<file path="src/core/insn_pkg.sv">
package insn_pkg;

   // ****************************************************************
   // Instruction encodings
   // ****************************************************************

   // Width of one instruction word.
   localparam int unsigned INSN_W = 10;
   // Width of the accumulator and the RAM pointer.
   localparam int unsigned NIB_W = 4;
   // Accumulator complement.
   localparam logic [9:0] OP_COMPLEMENT_ACC = 10'h01c;
   // Select the RC oscillator as main clock source.
   localparam logic [9:0] OP_SELECT_RC_CLOCK = 10'h29b;
   // Decrement the RAM pointer, skip on wrap.
   localparam logic [9:0] OP_DECREMENT_PTR = 10'h017;
   // Clear the interrupt enable flag.
   localparam logic [9:0] OP_DISABLE_INT = 10'h004;

   // ****************************************************************
   // Values
   // ****************************************************************

   // RAM pointer value after a wrapping decrement.
   localparam logic [3:0] PTR_WRAP_VALUE = 4'hf;
   // Reset values of the held state.
   localparam logic [3:0] ACC_RESET = 4'h0;
   localparam logic [3:0] PTR_RESET = 4'h0;
   localparam logic RC_SEL_RESET = 1'b0;
   localparam logic INT_ENABLE_RESET = 1'b0;
   localparam logic CARRY_RESET = 1'b0;

endpackage : insn_pkg

</file>
<file path="src/core/cycle_delay.sv">
`timescale 1ns/1ps
`default_nettype none

// Holds a level for one machine cycle: the output follows the input
// only at the end of each executed or skipped machine cycle.
module cycle_delay
(
   // Clock and reset.
   input wire logic clk,
   input wire logic rst_n,
   // Machine cycle strobe and level.
   input wire logic cycle_end,
   input wire logic level_in,
   // Delayed level.
   output logic level_out
);

   // ****************************************************************
   // Delay stage
   // ****************************************************************

   // Samples the level once per machine cycle.
   always_ff @(posedge clk or negedge rst_n)
   begin
      if (!rst_n)
      begin
         level_out <= 1'b0;
      end
      else if (cycle_end)
      begin
         level_out <= level_in;
      end
   end

endmodule : cycle_delay

`default_nettype wire

</file>
<file path="src/core/insn_exec.sv">
`timescale 1ns/1ps
`default_nettype none

module insn_exec
   import insn_pkg::*;
(
   // Clock and reset.
   input wire logic clk,
   input wire logic rst_n,
   // Fetched instruction, one machine cycle per valid strobe.
   input wire logic insn_valid,
   input wire logic [9:0] insn_code,
   // Loads from the rest of the core.
   input wire logic acc_load,
   input wire logic [3:0] acc_load_data,
   input wire logic ptr_load,
   input wire logic [3:0] ptr_load_data,
   input wire logic carry_load,
   input wire logic carry_load_data,
   input wire logic int_enable_set,
   // Held state.
   output logic [3:0] accumulator,
   output logic [3:0] ram_pointer,
   output logic carry_flag,
   output logic interrupt_enable_flag,
   output logic rc_clock_select,
   // Skip and interrupt control.
   output logic skip_request,
   output logic skip_pending,
   output logic insn_executed,
   output logic interrupt_accept_enable
);

   // ****************************************************************
   // Decode
   // ****************************************************************

   // Matches an instruction word against one opcode.
   function automatic logic is_op(input logic [9:0] code, input logic [9:0] op);
      is_op = (code == op);
   endfunction : is_op

   // An instruction executes unless the previous one asked to skip it.
   wire logic exec = insn_valid && !skip_pending;
   // One strobe per decoded instruction.
   wire logic complement_accumulator_insn = exec && is_op(insn_code, OP_COMPLEMENT_ACC);
   wire logic select_rc_clock_insn = exec && is_op(insn_code, OP_SELECT_RC_CLOCK);
   wire logic decrement_ram_pointer_insn = exec && is_op(insn_code, OP_DECREMENT_PTR);
   wire logic disable_interrupt_insn = exec && is_op(insn_code, OP_DISABLE_INT);
   // Decremented pointer, kept at four bits so it wraps.
   wire logic [3:0] next_ram_pointer = ram_pointer - 4'h1;
   // The skip comes only from a wrapping decrement.
   wire logic next_skip = decrement_ram_pointer_insn
      && (next_ram_pointer == PTR_WRAP_VALUE);

   assign skip_request = next_skip;
   assign insn_executed = exec;

   // ****************************************************************
   // Datapath registers
   // ****************************************************************

   // Accumulator: a decoded complement wins over an outside load.
   always_ff @(posedge clk or negedge rst_n)
   begin
      if (!rst_n)
      begin
         accumulator <= ACC_RESET;
      end
      else if (complement_accumulator_insn)
      begin
         accumulator <= ~accumulator;
      end
      else if (acc_load)
      begin
         accumulator <= acc_load_data;
      end
   end

   // RAM pointer: a decoded decrement wins over an outside load.
   always_ff @(posedge clk or negedge rst_n)
   begin
      if (!rst_n)
      begin
         ram_pointer <= PTR_RESET;
      end
      else if (decrement_ram_pointer_insn)
      begin
         ram_pointer <= next_ram_pointer;
      end
      else if (ptr_load)
      begin
         ram_pointer <= ptr_load_data;
      end
   end

   // Carry changes only by outside load, never by these opcodes.
   always_ff @(posedge clk or negedge rst_n)
   begin
      if (!rst_n)
      begin
         carry_flag <= CARRY_RESET;
      end
      else if (carry_load)
      begin
         carry_flag <= carry_load_data;
      end
   end

   // Clock source select is sticky once the RC oscillator is chosen.
   always_ff @(posedge clk or negedge rst_n)
   begin
      if (!rst_n)
      begin
         rc_clock_select <= RC_SEL_RESET;
      end
      else if (select_rc_clock_insn)
      begin
         rc_clock_select <= 1'b1;
      end
   end

   // Interrupt enable: disable instruction clears, outside set raises.
   always_ff @(posedge clk or negedge rst_n)
   begin
      if (!rst_n)
      begin
         interrupt_enable_flag <= INT_ENABLE_RESET;
      end
      else if (disable_interrupt_insn)
      begin
         interrupt_enable_flag <= 1'b0;
      end
      else if (int_enable_set)
      begin
         interrupt_enable_flag <= 1'b1;
      end
   end

   // Skip pending: set by a wrap, consumed by the next fetched word.
   always_ff @(posedge clk or negedge rst_n)
   begin
      if (!rst_n)
      begin
         skip_pending <= 1'b0;
      end
      else if (insn_valid)
      begin
         skip_pending <= next_skip;
      end
   end

   // ****************************************************************
   // Interrupt acceptance latency
   // ****************************************************************

   // Acceptance follows the flag one machine cycle late.
   cycle_delay u_accept_delay
   (
      .clk(clk),
      .rst_n(rst_n),
      .cycle_end(insn_valid),
      .level_in(interrupt_enable_flag),
      .level_out(interrupt_accept_enable)
   );
endmodule : insn_exec

`default_nettype wire

</file>
<file path="config.mk">
export PLATFORM = sky130hd
export DESIGN_NAME = insn_exec
export DESIGN_NICKNAME = d
export VERILOG_FILES = /design/src/core/insn_pkg.sv /design/src/core/cycle_delay.sv /design/src/core/insn_exec.sv
export SDC_FILE = /design/constraint.sdc
export NUM_CORES = 1
export LEC_CHECK = 0
export ABC_CLOCK_PERIOD_IN_PS = 1900
export BUFFER_PORTS_ARGS = -buffer_cell sky130_fd_sc_hd__clkbuf_2
export CORE_ASPECT_RATIO = 0.8
export CORE_UTILIZATION = 39
export DETAILED_ROUTE_END_ITERATION = 10
export PLACE_DENSITY = 0.77
export RECOVER_POWER = 50
export SKIP_LAST_GASP = 1
export SYNTH_ARGS = -nofsm -noshare
export SYNTH_HDL_FRONTEND = slang
export SYNTH_HIERARCHICAL = 1
export SYNTH_SLANG_ARGS = --single-unit
</file>
<file path="constraint.sdc">
create_clock -name clk -period 1.9 [get_ports clk]
set_clock_uncertainty 0.2 [all_clocks]
set_input_delay 0.19 -clock clk [delete_from_list [all_inputs] [get_ports clk]]
set_output_delay 0.19 -clock clk [all_outputs]
set_load 0.02 [all_outputs]
</file>
==> Word-level counts from Yosys, hierarchy flattened <==
Index checks and enable logic that the tools add are counted.
{ "word_totals": {"register_bits": 13, "input_bits": 26, "output_inout_bits": 15, "elab_cells": 30} }
{ "classes": {"add_sub_neg": 1, "n_eq_ne": 5, "n_mux": 6, "bitwise": 1, "reduce_logical": 10} }
{ "ops": {"columns": ["cell", "count"], "rows": [
  ["10-bit by 5-bit equality test with 1-bit output, second input constant", 2],
  ["4-bit 2-to-1 mux", 4],
  ["10-bit equality test, second input constant", 1],
  ["10-bit by 3-bit equality test with 1-bit output, second input constant", 1],
  ["1-bit logical AND", 6],
  ["2-bit nonzero test", 3],
  ["4-bit equality test, second input constant", 1],
  ["4-bit NOT", 1],
  ["4-bit by 1-bit subtractor with 4-bit output, second input constant", 1],
  ["1-bit 2-to-1 mux", 2],
  ["1-bit zero test", 1]
]} }

==> Logic depth before layout (Yosys ltp) <==
{ "logic_depth": {"ltp_word": 4, "mapped_depth": 5, "ltp_nobuf": 5} }

==> Hierarchy <==
Netlist, hierarchy kept.
{ "by_module_without_submodules": {"columns": ["mod", "n_inst", "cells_each", "area_each_um2"], "rows": [
  ["insn_exec", 1, 74, 714.4],
  ["cycle_delay", 1, 2, 40.0]
]} }

==> Least setup slack after synthesis <==
No wires, ideal clock.
{ "synth_timing": {"path_kind": "reg2reg", "startpoint": "register skip_pending", "endpoint": "register accumulator[0]", "setup_ps": 135, "t_arrival_ps": 1888, "required_ps": 1565, "slack_ps": -323, "path_stages_with_launch": 6, "path_buffers": 1, "synth_period_minus_slack_ps": 2223, "cell_sequence": "dfrtp_1 -> or4b_4 -> or4_1 -> buf_2 -> nand3b_1 -> o211ai_1"} }
{ "synth_via": {"elab_chain_len": 4} }
{ "synth_rtl": {"columns": ["element", "line_no", "rtl"], "rows": [
  ["start: declaration", "insn_exec.sv:29", "output logic skip_pending,"],
  ["start signal: assignment", "insn_exec.sv:149", "skip_pending <= next_skip;"],
  ["1-bit zero test (*)", "insn_exec.sv:44", "wire logic exec = insn_valid && !skip_pending;"],
  ["1-bit logical AND (*)", "insn_exec.sv:44", null],
  ["1-bit logical AND (*)", "insn_exec.sv:46", "wire logic complement_accumulator_insn = exec && is_op(insn_code, OP_COMPLEMENT_ACC);"],
  ["4-bit 2-to-1 mux or 2-bit nonzero test (tied branches)", null, null],
  ["end signal: assignment", "insn_exec.sv:72", "accumulator <= ~accumulator;"],
  ["end signal: assignment", "insn_exec.sv:76", "accumulator <= acc_load_data;"],
  ["end: declaration", "insn_exec.sv:22", "output logic [3:0] accumulator,"]
]} }
Every way passes the cells marked *; elsewhere a longest branch is shown, timed or not.
A chain may end at the register's enable or synchronous reset.

==> Worst setup path in the final report <==
{ "layout_timing": {"startpoint": "register skip_pending", "endpoint": "register accumulator[1]"} }
Same word-level chain as after synthesis.

==> flow_summary.toml <==
[run_status]
outcome = "finished, violations left"
violations = "negative setup slack"

[pwr]
leakage_nw = 0.5811
p_seq_share_pct = 45.1
peakVddDrop_mv = 0.4685
power.total_uw = 696.7
switching_share_pct = 31.66
p_sw_uw = 220.6
pwr_density_cell_nw_per_um2 = 577.0
clockPowerShare_pct = 25.0
p_int_uw = 476.1
p_comb_share_pct = 29.9

[timing]
maxSlewHeadroom_pct = 51.30
rsz0062_at_grt = "yes"
fin_ws_ns = -0.1816
finalHoldViolations = 0
timing.final.crit_period_ns = 2.082
clock.fmax_mhz = 480.4
finalCritPeriodShare_pct = 109.6
setup_viol = 10
final_max_slew_viol_count = 0
worst_pin_slew_ns = 0.7304

[synth]
ys_seq_area_share_pct = 43.12
avgSynthCellArea_um2 = 9.927
synth_cells = 76
synth.net_count = 104
synth.distinct_cells = 33
synth_area_um2 = 754.5
yosysWarnings = 6
ys_ff_latch = 13

[grt]
grt_use_total_pct = 22.33
grt_remaining_overflow = 0
grt_max_degree = 14
grt_pass1_wl_mm = 3.201
antenna_found_initial = 0
grt_pass1_vias = 756

[cts]
cts-root-buf = "clkbuf_4"
cts_buffer_depth = 2
cts.sinks = 13
cts_tree = "yes"
clkSlewWorstSetupHoldPaths_ns = 0.08
clk_latency_ns = 0.28
cts_made_buffers = 3
h-tree-depth = 1

[die]
die_w_um = 51.18
io_pins = 41
start_util_pct = 43.76
die-area_um2 = 2116
coreArea_um2 = 1724
fp.dieH_um = 41.34
rows = 13

[worst_setup_path]
r2r_slack_ns = -0.18
critPathMaxFanout = 5
r2r-start = "skip_pending$_DFFE_PN0P_"
startpoint = "skip_pending$_DFFE_PN0P_"
crit_type = "reg -> reg"
reg2reg_depth = 5
end_kind = "flip-flop"
critPathLaunchType = "flip-flop"
worstPathRequired_ns = 1.85
arrival_ns = 2.03
critPathCapture = "accumulator[1]$_DFFE_PN0P_"
reg2reg_to = "accumulator[1]$_DFFE_PN0P_"

[route]
ant_nets = 0
drtIter0Drc = 11
vias = 823
wl_per_cell_um = 13.28
viasPerCell = 5.209
drc = 0
drt_wl_total_mm = 2.098
dr.pass1.iters = 4

[cells_and_area]
layout.cells.non_filler = 158
final_util_pct = 70.03
nets = 165
antennaDiodeCount = 0
final_cell_area_um2 = 1207
drive_gt1_share_pct = 47.06
area_delta_synth_final_pct = 60.03
final.fill_count = 157

[placement]
place_ws_ns = -0.07244
dp_hpwl_mm = 1.489
port_buffers = 40
placed_cell_area_um2 = 1050
routabilityCongestion = 0.9281
place_inst = 142

[flow_run]
maxCapViolCount = 0

[worst_hold_path]
hp-class = "in -> reg"
==> critical path: stages (launching register included) <==
cell,delay [ns]
dfrtp_2,0.41
or4b_4,0.50
buf_4,0.17
or4_4,0.47
nand3b_1,0.11
o211ai_1,0.09
==> timing repair <==
action	CTS	global route
setup buffers	1	0
gates cloned	1	0
endpoints found under the setup margin	9	10
hold endpoints to repair	20	0
pin swaps	2	0
hold buffers	10	0
resized for setup	2	3
==> flip-flops by register name, summed over array words and instances, names as in the netlist <==
signal	cells
carry_flag	1
u_accept_delay/level_out	1
ram_pointer	4
skip_pending	1
accumulator	4
interrupt_enable_flag	1
rc_clock_select	1
==> cells in the mapped netlist <==
library cell,count,area share (%)
mux2_4,1,2.0
o211ai_1,3,3.0
nand2_1,3,1.5
xnor2_1,1,1.2
o21ai_0,1,0.66
nand2b_1,3,2.5
nor4_2,1,1.7
ha_1,2,3.3
mux2_2,1,1.5
or4b_4,1,1.8
nor2_1,3,1.5
and3_1,1,0.83
or3b_1,1,1.2
or3_1,2,1.7
nand3_1,8,5.3
buf_2,2,1.3
a21o_1,1,1.0
mux2i_1,2,2.7
o22ai_1,1,0.83
inv_1,4,2.0
nor2b_1,2,1.7
dfrtp_1,13,43
a31o_1,1,1.2
nor4_1,2,1.7
a211oi_1,1,1.0
o211a_1,1,1.3
o32a_1,1,1.3
or4_1,2,2.0
a21oi_1,2,1.3
a21oi_2,1,1.2
nand3b_1,5,5.0
nor3_1,2,1.3
o21ai_1,1,0.66
==> cell families after synthesis <==
kind of cell             after synthesis  share of synthesized area [%]
buffers and inverters                  6                          3.316
multiplexers                           4                          6.135
AND/OR/NAND/NOR                       36                          29.52
adder cells (fa/ha/maj)                2                          3.316
flip-flops                            13                          43.12
XOR/XNOR                               1                          1.161
AO/OA/AOI/OAI                         14                          13.43
==> layout make-up <==
type / count / area [µm²] / share of cell area, %
clock buffers: 4 / 26.28 / 2.176
inverters: 4 / 15.01 / 1.244
multi-input cells: 58 / 459.2 / 38.03
flip-flops and latches: 13 / 326.6 / 27.05
well taps: 22 / 27.53 / 2.280
repair buffers: 57 / 352.8 / 29.22
==> power by group through the flow <==
stage | sequential [mW] | combinational [mW] | clock, mW
after floorplan | 0.349 | 0.0711 | 0
after global placement | 0.319 | 0.182 | 0
after detailed placement | 0.319 | 0.187 | 0
after CTS | 0.314 | 0.207 | 0.175
after global routing | 0.319 | 0.228 | 0.191
final | 0.315 | 0.208 | 0.174
==> worst min path at each step <==
stage / end / startpoint / cells after the start / slack, ns
after floorplan: accumulator[0]$_DFFE_PN0P_ / rst_n / 0 / -0.31
after global placement: ram_pointer[1]$_DFFE_PN0P_ / rst_n / 1 / -0.1
after detailed placement: ram_pointer[1]$_DFFE_PN0P_ / rst_n / 1 / -0.09
after CTS: ram_pointer[0]$_DFFE_PN0P_ / ptr_load_data[0] / 3 / 0.01
after global routing: ram_pointer[0]$_DFFE_PN0P_ / ptr_load_data[0] / 3 / 0.03
final: ram_pointer[0]$_DFFE_PN0P_ / ptr_load_data[0] / 3 / 0.01
==> routing by layer <==
metal,up-vias,part of all wire (%),track usage (%)
met5,-,0,0
met4,0,0.91,6.250
met3,2,5.2,6.884
met2,26,48,41.45
met1,386,46,25.84
li1,409,-,-
==> metrics by stage <==
stage	hold slack, ns	TNS (ns)
detailed placement	-0.09182	-0.3360
floorplan	-0.3056	-0.8177
finish	0.01243	-0.9361
global placement	-0.09509	-0.06192
CTS	0.01176	-0.8714
global route	0.02638	-1.568
==> cell usage in the layout (no fill, tap or decap), types with 2 or more instances in the layout <==
cell / count
nand2b_1: 3
or4_4: 3
nand3_1: 2
nand3b_1: 5
mux2i_1: 2
dfrtp_1: 12
inv_1: 4
clkbuf_4: 4
clkbuf_1: 3
nor2b_1: 2
a21oi_2: 2
dlygate4sd3_1: 10
o21ai_1: 2
buf_4: 7
nor4_2: 2
nand2_1: 3
or3_1: 2
ha_1: 2
o211ai_1: 3
clkbuf_2: 37
nor2_1: 3
nor3_1: 2
nand3_2: 6
Power figures use the tool's default switching activity.
